--- src/pkg/ued_params.svh ---
// register offsets, field positions and reset values of the uart event bank
`ifndef UED_PARAMS_SVH
`define UED_PARAMS_SVH
`define UED_NEV 11
`define UED_NCH 16
`define UED_EV_CTS_LOW_OFF 12'h100
`define UED_EV_CTS_HIGH_OFF 12'h104
`define UED_EV_RX_RDY_OFF 12'h108
`define UED_EV_RX_FULL_OFF 12'h110
`define UED_EV_TX_SENT_OFF 12'h11c
`define UED_EV_TX_DONE_OFF 12'h120
`define UED_EV_FAULT_OFF 12'h124
`define UED_EV_RX_TMO_OFF 12'h144
`define UED_EV_RX_BEG_OFF 12'h14c
`define UED_EV_TX_BEG_OFF 12'h150
`define UED_EV_TX_HALT_OFF 12'h158
`define UED_PUB_CTS_LOW_OFF 12'h180
`define UED_PUB_CTS_HIGH_OFF 12'h184
`define UED_PUB_RX_RDY_OFF 12'h188
`define UED_PUB_RX_FULL_OFF 12'h190
`define UED_PUB_TX_SENT_OFF 12'h19c
`define UED_PUB_TX_DONE_OFF 12'h1a0
`define UED_PUB_FAULT_OFF 12'h1a4
`define UED_PUB_RX_TMO_OFF 12'h1c4
`define UED_PUB_RX_BEG_OFF 12'h1cc
`define UED_PUB_TX_BEG_OFF 12'h1d0
`define UED_PUB_TX_HALT_OFF 12'h1d8
`define UED_SHORTCUT_OFF 12'h200
`define UED_IEN_OFF 12'h300
`define UED_IEN_SET_OFF 12'h304
`define UED_IEN_CLR_OFF 12'h308
`define UED_SUMMARY_OFF 12'h310
`define UED_IEN_CTS_LOW_BIT 0
`define UED_IEN_CTS_HIGH_BIT 1
`define UED_IEN_RX_RDY_BIT 2
`define UED_IEN_RX_FULL_BIT 4
`define UED_IEN_TX_SENT_BIT 7
`define UED_IEN_TX_DONE_BIT 8
`define UED_IEN_FAULT_BIT 9
`define UED_IEN_RX_TMO_BIT 17
`define UED_IEN_RX_BEG_BIT 19
`define UED_IEN_TX_BEG_BIT 20
`define UED_IEN_TX_HALT_BIT 22
`define UED_IEN_MASK 32'h005a_0397
`define UED_EV_FLAG_BIT 0
`define UED_PUB_EN_BIT 31
`define UED_PUB_CH_LSB 0
`define UED_PUB_CH_W 4
`define UED_SC_BEGIN_BIT 0
`define UED_SC_HALT_BIT 1
`define UED_SC_MASK 32'h0000_0003
`define UED_REG_RST 32'h0000_0000
`define UED_CTS_IDLE 1'b1
`define UED_RESP_OKAY 2'h0
`define UED_RESP_SLVERR 2'h2
`endif

--- src/pkg/ued_pkg.sv ---
// shared types of the uart event register bank
`include "ued_params.svh"
package ued_pkg;
  typedef enum logic [3:0] {
    EV_CTS_LOW, EV_CTS_HIGH, EV_RX_RDY, EV_RX_FULL, EV_TX_SENT, EV_TX_DONE,
    EV_FAULT, EV_RX_TMO, EV_RX_BEG, EV_TX_BEG, EV_TX_HALT
  } ued_ev_e;
  typedef enum logic [1:0] {WR_COLLECT = 2'b01, WR_RESP = 2'b10} ued_wr_e;
  typedef enum logic [1:0] {RD_IDLE = 2'b01, RD_RESP = 2'b10} ued_rd_e;
  typedef logic [`UED_NCH-1:0] ued_chan_t;
  typedef logic [`UED_NEV-1:0] ued_evvec_t;
  typedef logic [11:0] ued_addr_t;
  typedef struct packed {
    logic flag;
    logic en;
    logic [`UED_PUB_CH_W-1:0] channel_index;
  } ued_slot_s;
  typedef struct packed {
    ued_wr_e wr;
    ued_rd_e rd;
    logic aw_got;
    logic w_got;
    ued_addr_t waddr;
    logic [31:0] wdata;
    logic [3:0] wstrb;
    logic [1:0] bresp;
    logic [1:0] rresp;
    logic [31:0] rdata;
    logic [31:0] irq_enable;
    logic [31:0] shortcut;
    logic cts_prev;
    ued_chan_t pub;
    logic begin_t;
    logic halt_t;
    logic irq;
  } ued_state_s;
endpackage : ued_pkg

--- src/pkg/ued_slot_if.sv ---
// link between the register bank and one event slot
`timescale 1ns/1ns
interface ued_slot_if;
  logic set;
  logic flag_we;
  logic flag_wd;
  logic cfg_we;
  logic [31:0] cfg_wd;
  logic rd_clr;
  logic flag;
  logic [31:0] cfg_rd;
  ued_pkg::ued_chan_t chan;
  modport slot (input set, flag_we, flag_wd, cfg_we, cfg_wd, rd_clr,
                output flag, cfg_rd, chan);
  modport bank (output set, flag_we, flag_wd, cfg_we, cfg_wd, rd_clr,
                input flag, cfg_rd, chan);
endinterface : ued_slot_if

--- src/ued_evt_slot.sv ---
// one event: sticky flag plus its publish configuration
`timescale 1ns/1ns
`include "ued_params.svh"
module ued_evt_slot (
  // clock and reset
  input wire logic aclk,
  input wire logic aresetn,
  // link to the register bank
  ued_slot_if.slot s
);
  import ued_pkg::*;

  localparam ued_slot_s SLOT_RST = '{flag: 1'b0, en: 1'b0, channel_index: '0};
  ued_slot_s st_r;
  ued_slot_s st_nxt;

  // next state; a new occurrence beats both ways of clearing
  always_comb
  begin
    st_nxt = st_r;
    if (s.cfg_we)
    begin
      st_nxt.en = s.cfg_wd[`UED_PUB_EN_BIT];
      st_nxt.channel_index = s.cfg_wd[`UED_PUB_CH_LSB +: `UED_PUB_CH_W];
    end
    if (s.set)
      st_nxt.flag = 1'b1;
    else if (s.rd_clr)
      st_nxt.flag = 1'b0;
    else if (s.flag_we)
      st_nxt.flag = s.flag_wd;
  end

  // state register
  always_ff @(posedge aclk)
  begin
    if (!aresetn)
      st_r <= SLOT_RST;
    else
      st_r <= st_nxt;
  end

  // read view of the publish register
  always_comb
  begin
    s.cfg_rd = '0;
    s.cfg_rd[`UED_PUB_EN_BIT] = st_r.en;
    s.cfg_rd[`UED_PUB_CH_LSB +: `UED_PUB_CH_W] = st_r.channel_index;
  end

  assign s.flag = st_r.flag;
  // broadcast uses the configuration in force when the event fires
  assign s.chan = (s.set && st_r.en) ? (ued_chan_t'(16'h0001) << st_r.channel_index) : '0;
endmodule : ued_evt_slot

--- src/ued_event_regs.sv ---
// uart event, publish, shortcut and interrupt-enable register bank
//
// The implementer's own choice: the AXI4-Lite slave port.
`timescale 1ns/1ns
`include "ued_params.svh"
module ued_event_regs (
  // clock and reset
  input wire logic aclk,
  input wire logic aresetn,
  // axi4-lite write address
  input wire logic s_axi_awvalid,
  output logic s_axi_awready,
  input wire ued_pkg::ued_addr_t s_axi_awaddr,
  // axi4-lite write data
  input wire logic s_axi_wvalid,
  output logic s_axi_wready,
  input wire logic [31:0] s_axi_wdata,
  input wire logic [3:0] s_axi_wstrb,
  // axi4-lite write response
  output logic s_axi_bvalid,
  input wire logic s_axi_bready,
  output logic [1:0] s_axi_bresp,
  // axi4-lite read address
  input wire logic s_axi_arvalid,
  output logic s_axi_arready,
  input wire ued_pkg::ued_addr_t s_axi_araddr,
  // axi4-lite read data
  output logic s_axi_rvalid,
  input wire logic s_axi_rready,
  output logic [31:0] s_axi_rdata,
  output logic [1:0] s_axi_rresp,
  // event pulses from the serial engine and dma
  input wire logic rx_byte_ready_ev,
  input wire logic rx_buffer_full_ev,
  input wire logic tx_byte_sent_ev,
  input wire logic tx_done_ev,
  input wire logic fault_ev,
  input wire logic rx_timeout_ev,
  input wire logic rx_begun_ev,
  input wire logic tx_begun_ev,
  input wire logic tx_halted_ev,
  // flow-control pin, low means clear to send
  input wire logic flow_ctrl_n,
  // broadcast channels, shortcut tasks and interrupt
  output ued_pkg::ued_chan_t pub_chan,
  output logic rx_begin_task,
  output logic rx_halt_task,
  output logic irq
);
  import ued_pkg::*;

  localparam ued_state_s RST = '{wr: WR_COLLECT, rd: RD_IDLE, cts_prev: `UED_CTS_IDLE,
                                 irq_enable: `UED_REG_RST, shortcut: `UED_REG_RST, default: '0};

  // flag register offset of each event
  function automatic ued_addr_t evt_off(input int i);
    case (i)
      EV_CTS_LOW: evt_off = `UED_EV_CTS_LOW_OFF;
      EV_CTS_HIGH: evt_off = `UED_EV_CTS_HIGH_OFF;
      EV_RX_RDY: evt_off = `UED_EV_RX_RDY_OFF;
      EV_RX_FULL: evt_off = `UED_EV_RX_FULL_OFF;
      EV_TX_SENT: evt_off = `UED_EV_TX_SENT_OFF;
      EV_TX_DONE: evt_off = `UED_EV_TX_DONE_OFF;
      EV_FAULT: evt_off = `UED_EV_FAULT_OFF;
      EV_RX_TMO: evt_off = `UED_EV_RX_TMO_OFF;
      EV_RX_BEG: evt_off = `UED_EV_RX_BEG_OFF;
      EV_TX_BEG: evt_off = `UED_EV_TX_BEG_OFF;
      default: evt_off = `UED_EV_TX_HALT_OFF;
    endcase
  endfunction : evt_off

  // publish register offset of each event
  function automatic ued_addr_t pub_off(input int i);
    case (i)
      EV_CTS_LOW: pub_off = `UED_PUB_CTS_LOW_OFF;
      EV_CTS_HIGH: pub_off = `UED_PUB_CTS_HIGH_OFF;
      EV_RX_RDY: pub_off = `UED_PUB_RX_RDY_OFF;
      EV_RX_FULL: pub_off = `UED_PUB_RX_FULL_OFF;
      EV_TX_SENT: pub_off = `UED_PUB_TX_SENT_OFF;
      EV_TX_DONE: pub_off = `UED_PUB_TX_DONE_OFF;
      EV_FAULT: pub_off = `UED_PUB_FAULT_OFF;
      EV_RX_TMO: pub_off = `UED_PUB_RX_TMO_OFF;
      EV_RX_BEG: pub_off = `UED_PUB_RX_BEG_OFF;
      EV_TX_BEG: pub_off = `UED_PUB_TX_BEG_OFF;
      default: pub_off = `UED_PUB_TX_HALT_OFF;
    endcase
  endfunction : pub_off

  // position of each event in the enable and summary layout
  function automatic int ien_bit(input int i);
    case (i)
      EV_CTS_LOW: ien_bit = `UED_IEN_CTS_LOW_BIT;
      EV_CTS_HIGH: ien_bit = `UED_IEN_CTS_HIGH_BIT;
      EV_RX_RDY: ien_bit = `UED_IEN_RX_RDY_BIT;
      EV_RX_FULL: ien_bit = `UED_IEN_RX_FULL_BIT;
      EV_TX_SENT: ien_bit = `UED_IEN_TX_SENT_BIT;
      EV_TX_DONE: ien_bit = `UED_IEN_TX_DONE_BIT;
      EV_FAULT: ien_bit = `UED_IEN_FAULT_BIT;
      EV_RX_TMO: ien_bit = `UED_IEN_RX_TMO_BIT;
      EV_RX_BEG: ien_bit = `UED_IEN_RX_BEG_BIT;
      EV_TX_BEG: ien_bit = `UED_IEN_TX_BEG_BIT;
      default: ien_bit = `UED_IEN_TX_HALT_BIT;
    endcase
  endfunction : ien_bit

  ued_state_s st_r;
  ued_state_s st_nxt;
  ued_slot_if sif [`UED_NEV] ();
  ued_evvec_t ev;
  ued_evvec_t flag_v;
  ued_evvec_t ien_v;
  ued_evvec_t flag_we_v;
  ued_evvec_t cfg_we_v;
  ued_evvec_t rd_clr_v;
  logic [31:0] cfg_rd_a [`UED_NEV];
  ued_chan_t chan_a [`UED_NEV];
  logic aw_hs;
  logic w_hs;
  logic ar_hs;
  logic wr_fire;
  logic wr_ok;
  logic rd_ok;
  ued_addr_t w_a;
  logic [31:0] w_d;
  logic [31:0] w_m;
  logic [31:0] wmd;
  logic [31:0] rd_val;
  logic [31:0] summary;

  // event sources; the pin edges come from last cycle's sample
  assign ev[EV_CTS_LOW] = st_r.cts_prev && !flow_ctrl_n;
  assign ev[EV_CTS_HIGH] = !st_r.cts_prev && flow_ctrl_n;
  assign ev[EV_RX_RDY] = rx_byte_ready_ev;
  assign ev[EV_RX_FULL] = rx_buffer_full_ev;
  assign ev[EV_TX_SENT] = tx_byte_sent_ev;
  assign ev[EV_TX_DONE] = tx_done_ev;
  assign ev[EV_FAULT] = fault_ev;
  assign ev[EV_RX_TMO] = rx_timeout_ev;
  assign ev[EV_RX_BEG] = rx_begun_ev;
  assign ev[EV_TX_BEG] = tx_begun_ev;
  assign ev[EV_TX_HALT] = tx_halted_ev;

  // one slot per event
  for (genvar i = 0; i < `UED_NEV; i++)
  begin : g_slot
    ued_evt_slot u_slot (
      .aclk(aclk),
      .aresetn(aresetn),
      .s(sif[i])
    );
    assign sif[i].set = ev[i];
    assign sif[i].flag_we = flag_we_v[i];
    assign sif[i].flag_wd = w_d[`UED_EV_FLAG_BIT];
    assign sif[i].cfg_we = cfg_we_v[i];
    assign sif[i].cfg_wd = (sif[i].cfg_rd & ~w_m) | wmd;
    assign sif[i].rd_clr = rd_clr_v[i];
    assign flag_v[i] = sif[i].flag;
    assign cfg_rd_a[i] = sif[i].cfg_rd;
    assign chan_a[i] = sif[i].chan;
    assign ien_v[i] = st_r.irq_enable[ien_bit(i)];
  end

  // bus handshakes; address and data may arrive in either order
  assign s_axi_awready = (st_r.wr == WR_COLLECT) && !st_r.aw_got;
  assign s_axi_wready = (st_r.wr == WR_COLLECT) && !st_r.w_got;
  assign s_axi_arready = (st_r.rd == RD_IDLE);
  assign aw_hs = s_axi_awvalid && s_axi_awready;
  assign w_hs = s_axi_wvalid && s_axi_wready;
  assign ar_hs = s_axi_arvalid && s_axi_arready;
  assign wr_fire = (st_r.wr == WR_COLLECT) && (st_r.aw_got || aw_hs) && (st_r.w_got || w_hs);
  assign w_a = st_r.aw_got ? st_r.waddr : s_axi_awaddr;
  assign w_d = st_r.w_got ? st_r.wdata : s_axi_wdata;
  assign wmd = w_d & w_m;

  // address decode for both directions
  always_comb
  begin
    logic [3:0] strb;
    strb = st_r.w_got ? st_r.wstrb : s_axi_wstrb;
    for (int b = 0; b < 4; b++)
      w_m[b*8 +: 8] = {8{strb[b]}};
    flag_we_v = '0;
    cfg_we_v = '0;
    rd_clr_v = '0;
    summary = '0;
    rd_val = '0;
    wr_ok = 1'b0;
    rd_ok = 1'b0;
    for (int i = 0; i < `UED_NEV; i++)
    begin
      summary[ien_bit(i)] = flag_v[i];
      if (w_a == evt_off(i))
      begin
        flag_we_v[i] = wr_fire && w_m[`UED_EV_FLAG_BIT];
        wr_ok = 1'b1;
      end
      if (w_a == pub_off(i))
      begin
        cfg_we_v[i] = wr_fire;
        wr_ok = 1'b1;
      end
      if (s_axi_araddr == evt_off(i))
      begin
        rd_val[`UED_EV_FLAG_BIT] = flag_v[i];
        rd_ok = 1'b1;
      end
      if (s_axi_araddr == pub_off(i))
      begin
        rd_val = cfg_rd_a[i];
        rd_ok = 1'b1;
      end
    end
    if (w_a inside {`UED_SHORTCUT_OFF, `UED_IEN_OFF, `UED_IEN_SET_OFF,
                    `UED_IEN_CLR_OFF, `UED_SUMMARY_OFF})
      wr_ok = 1'b1;
    if (s_axi_araddr == `UED_SHORTCUT_OFF)
    begin
      rd_val = st_r.shortcut;
      rd_ok = 1'b1;
    end
    if (s_axi_araddr inside {`UED_IEN_OFF, `UED_IEN_SET_OFF, `UED_IEN_CLR_OFF})
    begin
      rd_val = st_r.irq_enable;
      rd_ok = 1'b1;
    end
    if (s_axi_araddr == `UED_SUMMARY_OFF)
    begin
      // reading the summary clears what it reports; a new event still wins
      rd_val = summary;
      rd_ok = 1'b1;
      rd_clr_v = {`UED_NEV{ar_hs}};
    end
  end

  // next state of the bank
  always_comb
  begin
    st_nxt = st_r;
    st_nxt.cts_prev = flow_ctrl_n;
    st_nxt.pub = '0;
    for (int i = 0; i < `UED_NEV; i++)
      st_nxt.pub = st_nxt.pub | chan_a[i];
    st_nxt.begin_t = rx_buffer_full_ev && st_r.shortcut[`UED_SC_BEGIN_BIT];
    st_nxt.halt_t = rx_buffer_full_ev && st_r.shortcut[`UED_SC_HALT_BIT];
    st_nxt.irq = |(flag_v & ien_v);
    unique case (st_r.wr)
      WR_COLLECT:
      begin
        if (aw_hs)
        begin
          st_nxt.aw_got = 1'b1;
          st_nxt.waddr = s_axi_awaddr;
        end
        if (w_hs)
        begin
          st_nxt.w_got = 1'b1;
          st_nxt.wdata = s_axi_wdata;
          st_nxt.wstrb = s_axi_wstrb;
        end
        if (wr_fire)
        begin
          st_nxt.aw_got = 1'b0;
          st_nxt.w_got = 1'b0;
          st_nxt.wr = WR_RESP;
          st_nxt.bresp = wr_ok ? `UED_RESP_OKAY : `UED_RESP_SLVERR;
          if (w_a == `UED_IEN_OFF)
            st_nxt.irq_enable = ((st_r.irq_enable & ~w_m) | wmd) & `UED_IEN_MASK;
          if (w_a == `UED_IEN_SET_OFF)
            st_nxt.irq_enable = (st_r.irq_enable | wmd) & `UED_IEN_MASK;
          if (w_a == `UED_IEN_CLR_OFF)
            st_nxt.irq_enable = st_r.irq_enable & ~wmd;
          if (w_a == `UED_SHORTCUT_OFF)
            st_nxt.shortcut = ((st_r.shortcut & ~w_m) | wmd) & `UED_SC_MASK;
        end
      end
      WR_RESP:
      begin
        if (s_axi_bready)
          st_nxt.wr = WR_COLLECT;
      end
    endcase
    unique case (st_r.rd)
      RD_IDLE:
      begin
        if (ar_hs)
        begin
          st_nxt.rd = RD_RESP;
          st_nxt.rdata = rd_val;
          st_nxt.rresp = rd_ok ? `UED_RESP_OKAY : `UED_RESP_SLVERR;
        end
      end
      RD_RESP:
      begin
        if (s_axi_rready)
          st_nxt.rd = RD_IDLE;
      end
    endcase
  end

  // state register
  always_ff @(posedge aclk)
  begin
    if (!aresetn)
      st_r <= RST;
    else
      st_r <= st_nxt;
  end

  // outputs, all from the state register
  assign s_axi_bvalid = (st_r.wr == WR_RESP);
  assign s_axi_bresp = st_r.bresp;
  assign s_axi_rvalid = (st_r.rd == RD_RESP);
  assign s_axi_rdata = st_r.rdata;
  assign s_axi_rresp = st_r.rresp;
  assign pub_chan = st_r.pub;
  assign rx_begin_task = st_r.begin_t;
  assign rx_halt_task = st_r.halt_t;
  assign irq = st_r.irq;
endmodule : ued_event_regs

--- config.mk ---
export PLATFORM = sky130hd
export DESIGN_NAME = ued_event_regs
export DESIGN_NICKNAME = d
export VERILOG_FILES = /design/src/pkg/ued_pkg.sv /design/src/pkg/ued_slot_if.sv /design/src/ued_evt_slot.sv /design/src/ued_event_regs.sv
export VERILOG_INCLUDE_DIRS = /design/src /design/src/pkg
export SDC_FILE = /design/constraint.sdc
export NUM_CORES = 1
export LEC_CHECK = 0
export ABC_AREA = 1
export BUFFER_PORTS_ARGS = -buffer_cell sky130_fd_sc_hd__buf_2
export CAP_MARGIN = 40
export CORE_ASPECT_RATIO = 1.2
export CORE_MARGIN = 3
export CORE_UTILIZATION = 55
export CTS_BUF_LIST = sky130_fd_sc_hd__clkbuf_8
export CTS_CLUSTER_DIAMETER = 80
export DETAILED_ROUTE_END_ITERATION = 8
export PLACE_DENSITY_LB_ADDON = 0.25
export RECOVER_POWER = 100
export SLEW_MARGIN = 20
export SYNTH_ARGS = -nofsm -noshare
export SYNTH_HDL_FRONTEND = slang
export SYNTH_HIERARCHICAL = 1
export SYNTH_SLANG_ARGS = --single-unit
--- constraint.sdc ---
create_clock -name aclk -period 2.35 [get_ports aclk]
set_input_delay 0.47 -clock aclk [delete_from_list [all_inputs] [get_ports aclk]]
set_output_delay 0.47 -clock aclk [all_outputs]
set_load 0.01 [all_outputs]
==> impl_metrics.tcl, run 1 <==
set metrics [dict create \
    overflow 0 \
    final_core_util_pct 61.9 \
    drive_gt1_share_pct 15.0 \
    ctsHoldBuffers 0 \
    portBuffers 134 \
    vias 18311 \
    dpl.hpwl_um 43200 \
    gp_congestion 1.04 \
    clk_pin_slew_ns 0.06 \
    finalCritPeriodShare_pct 97.9 \
    grt_max_degree 70 \
    powerDensity_nw_per_um2 545 \
    slew_headroom_pct 38.5 \
    fp.dieW_um 170 \
    clockRootBuffer "clkbuf_8" \
    hold_viol_final 0 \
    cts_buffers 38 \
    boundaryPins 137 \
    first_iter_violations 1889 \
    ctsLongestPathBuffers 3 \
    outcome "completed" \
    multi_input_area_um2 10200 \
    via_per_inst 5.16 \
    place_area_um2 18600 \
    cp_max_fo 8 \
    timing.hold.ws_ns 0.136 \
    die_y_um 203 \
    end_kind "register" \
    max-vdd-ir-drop_mv 0.979 \
    htreeDepth 2 \
    grt_antenna_before_repair 1 \
    fin_area_um2 19600 \
    dr.pass1.iters 7 \
    crit_arrival_ns 2.74 \
    drc_errors 0 \
    grt_use_total_pct 31.9 \
    start_util_pct 56.2 \
    p_leak_nw 8.36 \
    ys_warn_count 6 \
    crit_type "register to register" \
    rows 71 \
    wl_per_cell_um 15.9 \
    drt-total-wl_um 56600 \
    insertion_delay_ns 0.56 \
    drv_slew 0 \
    num-fill-cells 3101 \
    layout_common_cells "nand2_1, inv_1, nor2_1, conb_1, o21ai_0" \
    mostFrequentLayoutCell "nand2_1" \
    r2r_slack_ns 0.05 \
    seqCellArea_um2 4170 \
    grt_pass1_wl_um 89500 \
    fin_cells 3549 \
    n_antenna_cell 0 \
    synthCells 2904 \
    cts.sinks 208 \
    final_nets 3197 \
    ant_nets 0 \
    dp_cells 3471 \
    tritoncts "built" \
    grt_pass1_vias 17099 \
    fp.dieArea_um2 34500 \
    worst_ep_required_time_ns 2.79 \
    skew_ns 0.0180 \
    rsz0062_at_grt "true" \
    power.total_w 0.0107 \
    critPathLaunchType "register" \
    setup_viol 0 \
    min_path_type "input pin to register" \
    synth.avg_cell_area_um2 6.12 \
    core_um2 31600 \
    min_period_ns 2.30 \
    synth_area_um2 17800 \
    max_freq_mhz 435 \
    tightest_slew_ns 0.922 \
    area_growth_pct 10.1 \
    maxCapViolCount 0 \
]
## path summary, 6_finish.rpt
check / to / startpoint / depth (start not counted)
max: register / st_r[169] / 12
min reg2reg: st_r[81] / st_r[81] / 2
max reg2reg: register / st_r[169] / 12
min: st_r[19] / flow_ctrl_n / 3
## metal layers
metal	GRT usage (%)	up-vias	part of all wire, %
met4	13.2	2	4.1
li1	-	9191	-
met5	0	-	0.023
met1	43.3	8232	43
met2	50.3	746	45
met3	5.30	140	8.2
## through the flow
step           TNS [ns]  worst slack, ns
6_report              0           0.0495
5_1_grt           -1.21           -0.109
4_1_cts               0           0.0625
3_5_place_dp      -8.25           -0.346
3_3_place_gp      -5.21           -0.302
2_1_floorplan         0           0.0157
## what timing repair did
action                     in CTS  in global routing
setup endpoints to repair       6                 81
pin swaps                       0                 21
gates resized for setup         3                 78
buffers inserted                0                  9
gates cloned                    0                  1
## sequential cells by signal, summed over array words and instances, names as in the netlist, named ones only
signal,flops
pub_chan,16
irq,1
g_slot.u_slot/s.flag,11
s_axi_rdata,32
s_axi_bresp,1
rx_halt_task,1
s_axi_rresp,1
st_r,76
g_slot.u_slot/s.cfg_rd,55
rx_begin_task,1
## critical path: stages (launching register included)
cell	delay [ns]
dfxtp_4	0.37
clkinvlp_4	0.14
or3_4	0.36
nand2_4	0.09
inv_4	0.04
nor3_4	0.21
inv_2	0.08
a21oi_2	0.15
inv_2	0.08
nor2_8	0.22
nand2_4	0.11
o21ai_0	0.26
a21oi_2	0.09
## final cells by class
cell class	instances	area share [%]
Tap cell	401	2.56
Inverter	439	8.45
Multi-Input combinational cell	2088	51.8
Clock buffer	50	3.51
Sequential cell	208	21.3
Timing Repair Buffer	344	11.7
Clock inverter	18	0.556
Timing Repair inverter	1	0.0383
## where the power goes
group          internal (W)  switching (W)
Combinational      0.000976        0.00202
Sequential          0.00385       0.000191
Clock               0.00202        0.00160
Total               0.00685        0.00381
(Power assumes the default switching activity.)
==> run 2, diff against run 1 <==
--- a/config.mk
+++ b/config.mk
@@ -15,7 +15,7 @@
 export CTS_BUF_LIST = sky130_fd_sc_hd__clkbuf_8
 export CTS_CLUSTER_DIAMETER = 80
 export DETAILED_ROUTE_END_ITERATION = 8
-export PLACE_DENSITY_LB_ADDON = 0.25
+export PLACE_DENSITY = 0.77
 export RECOVER_POWER = 100
 export SLEW_MARGIN = 20
 export SYNTH_ARGS = -nofsm -noshare
==> run 2 against run 1 <==
  * Routed wire length is 0.45% lower
  * Hold slack better by 0.027 ns
  * Clock power is 4% lower
  * Non-clock buffer count is 2 lower
  * Clock-buffer cell count is 12 lower
  * Sequential cell count stayed put
  * Critical path depth is 2 higher
==> impl_metrics.tcl, run 2 (same netlist as run 1, synthesis figures left out) <==
set metrics [dict create \
    outcome "completed" \
    cts.sinks 208 \
    insertion_delay_ns 0.57 \
    vias 18518 \
    tightest_slew_ns 0.945 \
    max_freq_mhz 452 \
    worst_ep_required_time_ns 2.83 \
    end_kind "register" \
    fp.dieArea_um2 34500 \
    via_per_inst 5.23 \
    dr.pass1.iters 7 \
    portBuffers 134 \
    finalCritPeriodShare_pct 94.1 \
    ctsHoldBuffers 0 \
    start_util_pct 56.2 \
    grt_pass1_vias 16773 \
    critPathLaunchType "register" \
    hold_viol_final 0 \
    final_nets 3191 \
    crit_arrival_ns 2.69 \
    grt_max_degree 59 \
    drive_gt1_share_pct 13.5 \
    gp_congestion 1.02 \
    ctsLongestPathBuffers 3 \
    core_um2 31600 \
    grt_pass1_wl_um 88800 \
    p_leak_nw 8.21 \
    rsz0062_at_grt "true" \
    boundaryPins 137 \
    tritoncts "built" \
    cts_buffers 35 \
    htreeDepth 2 \
    min_path_type "input pin to register" \
    first_iter_violations 1888 \
    slew_headroom_pct 37.0 \
    maxCapViolCount 0 \
    cp_max_fo 11 \
    largest_reg_flops 76 \
    wl_per_cell_um 15.9 \
    fin_setup_tns_ns 0 \
    overflow 0 \
    n_antenna_cell 0 \
    drt-total-wl_um 56300 \
    clk_pin_slew_ns 0.06 \
    grt_antenna_before_repair 0 \
    drc_errors 0 \
    fp.dieW_um 170 \
    powerDensity_nw_per_um2 539 \
    max-vdd-ir-drop_mv 0.899 \
    area_growth_pct 8.53 \
    drv_slew 0 \
    grt_use_total_pct 31.7 \
    top_register "st_r" \
    dp_cells 3475 \
    fin_cells 3538 \
    ant_nets 0 \
    place_ws_ns -0.337 \
    skew_ns 0.0282 \
    dpl.hpwl_um 43600 \
    setup_viol 0 \
    clockRootBuffer "clkbuf_8" \
    fin_ws_ns 0.138 \
    rows 71 \
    die_y_um 203 \
    mostFrequentLayoutCell "nand2_1" \
    min_period_ns 2.21 \
    crit_type "register to register" \
    layout_common_cells "nand2_1, inv_1, nor2_1, conb_1, o21ai_0" \
]
## run 2: area by class of cell
cell class	instances	area, um2
multi-input combinational	2088	10000
clock inverter	22	194
inverter	439	1650
clock buffer	38	523
sequential	208	4170
fill	3113	12300
timing repair buffer	342	2240
tap	401	502
## run 2: metal layers
| metal | up-vias | part of all wire, % | track usage, % | wire [um] |
|---|---|---|---|---|
| li1 | 9186 | - | - | - |
| met1 | 8434 | 42 | 43.3 | 23900 |
| met2 | 774 | 46 | 51.6 | 26000 |
| met3 | 124 | 8.2 | 4.75 | 4630 |
| met4 | 0 | 3.3 | 10.0 | 1850 |
| met5 | - | 0 | 0 | 0 |
## run 2: path summary, 6_finish.rpt
check	from	end	slack [ns]	cells after the start
setup / recovery	st_r[169]	register	0.14	14
hold / removal	s_axi_rready	st_r[170]	0.16	3
setup reg to reg	st_r[169]	register	0.14	14
hold reg to reg	st_r[55]	st_r[55]	0.45	2
## run 2: power breakdown
part / switching (W) / internal, W
Combinational: 0.00197 / 0.000935
Sequential: 0.000175 / 0.00385
Clock: 0.00163 / 0.00184
Total: 0.00378 / 0.00662
## run 2: through the flow
stage	total power, W	area [um2]	util [%]	hold WS [ns]
2_1_floorplan	0.00627	18900	-	0.409
3_3_place_gp	0.00683	18600	58.8	0.440
3_5_place_dp	0.00689	18600	58.8	0.444
4_1_cts	0.0103	19300	61.1	0.146
5_1_grt	0.0110	19300	61.0	0.170
6_report	0.0104	19300	61.0	0.163
## run 2: critical path, stage by stage, from the launching register on
cell      delay [ns]
dfxtp_2         0.35
inv_4           0.06
or3_4           0.33
nand2_2         0.08
buf_4           0.10
inv_2           0.04
nor3_4          0.23
buf_4           0.16
o21bai_1        0.08
buf_4           0.19
nand2_2         0.09
nand2_4         0.07
nor2_4          0.16
nand2_1         0.06
a21oi_1         0.14
## run 2: timing repair
item / 4_1_cts / 5_1_grt
endpoints found under the setup margin: 12 / 82
cloned: 0 / 0
pin swaps: 0 / 6
setup buffers: 0 / 3
resized for setup: 3 / 39
==> run 3, diff against run 2 <==
--- a/config.mk
+++ b/config.mk
@@ -15,10 +15,10 @@
 export CTS_BUF_LIST = sky130_fd_sc_hd__clkbuf_8
 export CTS_CLUSTER_DIAMETER = 80
 export DETAILED_ROUTE_END_ITERATION = 8
-export PLACE_DENSITY = 0.77
+export HOLD_SLACK_MARGIN = 0.05
+export PLACE_DENSITY = 0.79
 export RECOVER_POWER = 100
 export SLEW_MARGIN = 20
 export SYNTH_ARGS = -nofsm -noshare
 export SYNTH_HDL_FRONTEND = slang
-export SYNTH_HIERARCHICAL = 1
 export SYNTH_SLANG_ARGS = --single-unit
==> run 3 against run 2 <==
  * Sequential cell count is the same
  * Area after synthesis shrank 33%
  * Highest routed layer unchanged
  * Clock-buffer cell count grew 8
  * Clock skew shrank 0.012 ns
  * First-iteration DRC count shrank 15%
  * Combinational power shrank 12%
  * Sequential share of layout area grew 7.4 points
  * Synthesized cell count shrank 37%
==> impl_metrics.tcl, run 3 <==
set metrics [dict create \
    dpl.hpwl_um 36700 \
    yosys-top-cells-area "dfxtp_1, nand2_1, inv_1" \
    min_from "s_axi_rready" \
    wl_per_cell_um 20.0 \
    maxCapViolCount 0 \
    crit_type "register to register" \
    finalCritPeriodShare_pct 96.1 \
    worst_ep_required_time_ns 2.76 \
    portBuffers 134 \
    ant_nets 0 \
    die_y_um 167 \
    gp_congestion 1.05 \
    drc_errors 0 \
    slew_headroom_pct 35.6 \
    synthCells 1833 \
    synthFlopType "dfxtp_1" \
    end_kind "register" \
    ctsLongestPathBuffers 3 \
    min_period_ns 2.26 \
    synth_common_cells "nand2_1, inv_1, nor2_1" \
    dr_wl_met2_um 22700 \
    max-vdd-ir-drop_mv 0.815 \
    synth_top_area_share_pct 34.9 \
    cts.sinks 208 \
    ys_warn_count 0 \
    yosys.area.top_type "dfxtp_1" \
    crit_arrival_ns 2.67 \
    mostFrequentLayoutCell "nand2_1" \
    fp.dieW_um 140 \
    tightest_slew_ns 0.966 \
    fin_setup_tns_ns 0 \
    dr.pass1.iters 7 \
    drt-total-wl_um 47000 \
    insertion_delay_ns 0.54 \
    cts_buffers 37 \
    rsz0062_at_grt "true" \
    outcome "completed" \
    core_um2 21100 \
    synth-seq-area-share_pct 34.9 \
    timing.rr.end "pub_chan[6]" \
    htreeDepth 2 \
    met1_length_um 16600 \
    grt_pass1_wl_um 71800 \
    power.total_w 0.0101 \
    place_ws_ns -0.235 \
    hold_viol_final 0 \
    powerDensity_nw_per_um2 702 \
    synth_area_um2 11900 \
    fp.dieArea_um2 23500 \
    hold_path_end "st_r[170]" \
    synth_edf_count 0 \
    boundaryPins 137 \
    max_freq_mhz 443 \
    topRoutingLayerUsed "met4" \
    start_util_pct 56.5 \
    min_path_type "input pin to register" \
    grt_use_total_pct 38.5 \
    vias 13958 \
    clockRootBuffer "clkbuf_8" \
    synth.avg_cell_area_um2 6.51 \
    n_antenna_cell 0 \
    grt_max_degree 52 \
    setup_viol 0 \
    fin_ws_ns 0.0922 \
    async_flop_share_pct 0 \
    r2r_cells 8 \
    clk_pin_slew_ns 0.06 \
    cp_max_fo 6 \
    via_per_inst 5.94 \
    r2r_slack_ns 0.09 \
    grt_antenna_before_repair 0 \
    ys_ff_latch 208 \
    drive_gt1_share_pct 18.5 \
    skew_ns 0.0161 \
    wl_met3_um 3340 \
    p_leak_nw 5.87 \
    rows 58 \
    grt_pass1_vias 13323 \
    layout_common_cells "nand2_1, inv_1, nor2_1, dfxtp_1, o21ai_0" \
    drv_slew 0 \
    first_iter_violations 1598 \
    synthDistinctLibCells 54 \
    overflow 0 \
    critPathLaunchType "register" \
    yosysMostFrequentCell "nand2_1" \
    tritoncts "built" \
    final_nets 2133 \
    area_growth_pct 20.4 \
    num-fill-cells 1815 \
    hold_depth 3 \
]
==> run 3: worst max-delay path by stage <==
| stage | startpoint | to | slack [ns] |
|---|---|---|---|
| detailed placement | s_axi_araddr[6] | s_axi_rdata[0] | -0.24 |
| floorplan | s_axi_araddr[10] | s_axi_rdata[0] | 0.15 |
| finish | register | pub_chan[6] | 0.09 |
| global placement | tx_halted_ev | pub_chan[0] | -0.20 |
| global route | st_r[169] | register | -0.04 |
| CTS | st_r[169] | register | 0.03 |
==> run 3: kinds of logic after synthesis <==
kind of cell | share of synthesized area [%]
DFF | 34.9
buffers and inverters | 14.0
and+or+nand+nor | 29.0
AOI/OAI and AO/OA | 21.9
other | 0.0314
muxes | 0.168
==> run 3: critical path, cell delays in order, from the launching register on <==
cell and delay [ns]:
dfxtp_1 0.45, inv_1 0.15, nand3_1 0.13, o22ai_1 0.11, a221oi_1 0.45, o211ai_1 0.23
a2111oi_0 0.34, buf_4 0.22, nor2_1 0.04
==> run 3: area by class of cell <==
type                            count  area, um2  share of cell area (%)
Multi-Input combinational cell   1240       6250                    43.5
Sequential cell                   208       4170                    29.0
Timing Repair Buffer              298       1850                    12.8
Inverter                          271       1030                    7.14
Clock buffer                       46        633                    4.40
Tap cell                          270        338                    2.35
Clock inverter                     15        119                   0.827
==> run 3: stage by stage <==
step,hold WS [ns],util [%],instances,cell area (um2)
floorplan,0.429,-,1834,11900
global placement,0.436,64.3,2286,13600
detailed placement,0.448,64.3,2286,13600
CTS,0.172,68.0,2348,14400
global route,0.192,68.1,2348,14400
finish,0.182,68.1,2348,14400
==> run 3: power breakdown <==
part           leakage, nW  switching (W)  total (W)  internal [W]
logic                 3.76        0.00176    0.00256      0.000800
registers             1.69       0.000187    0.00404       0.00386
clock network        0.420        0.00152    0.00349       0.00197
total                 5.87        0.00346     0.0101       0.00663
==> run 3: per-layer routing <==
layer	vias up	track usage, %
li1	6528	-
met5	-	0
met4	0	29.2
met2	799	66.5
met3	209	5.23
met1	6422	42.4
==> run 3: repair_timing <==
action	4_1_cts	5_1_grt
gates resized for setup	5	45
gates cloned	1	0
hold buffers	0	0
pin swaps	1	3
buffers inserted	0	0
setup endpoints to repair	12	59
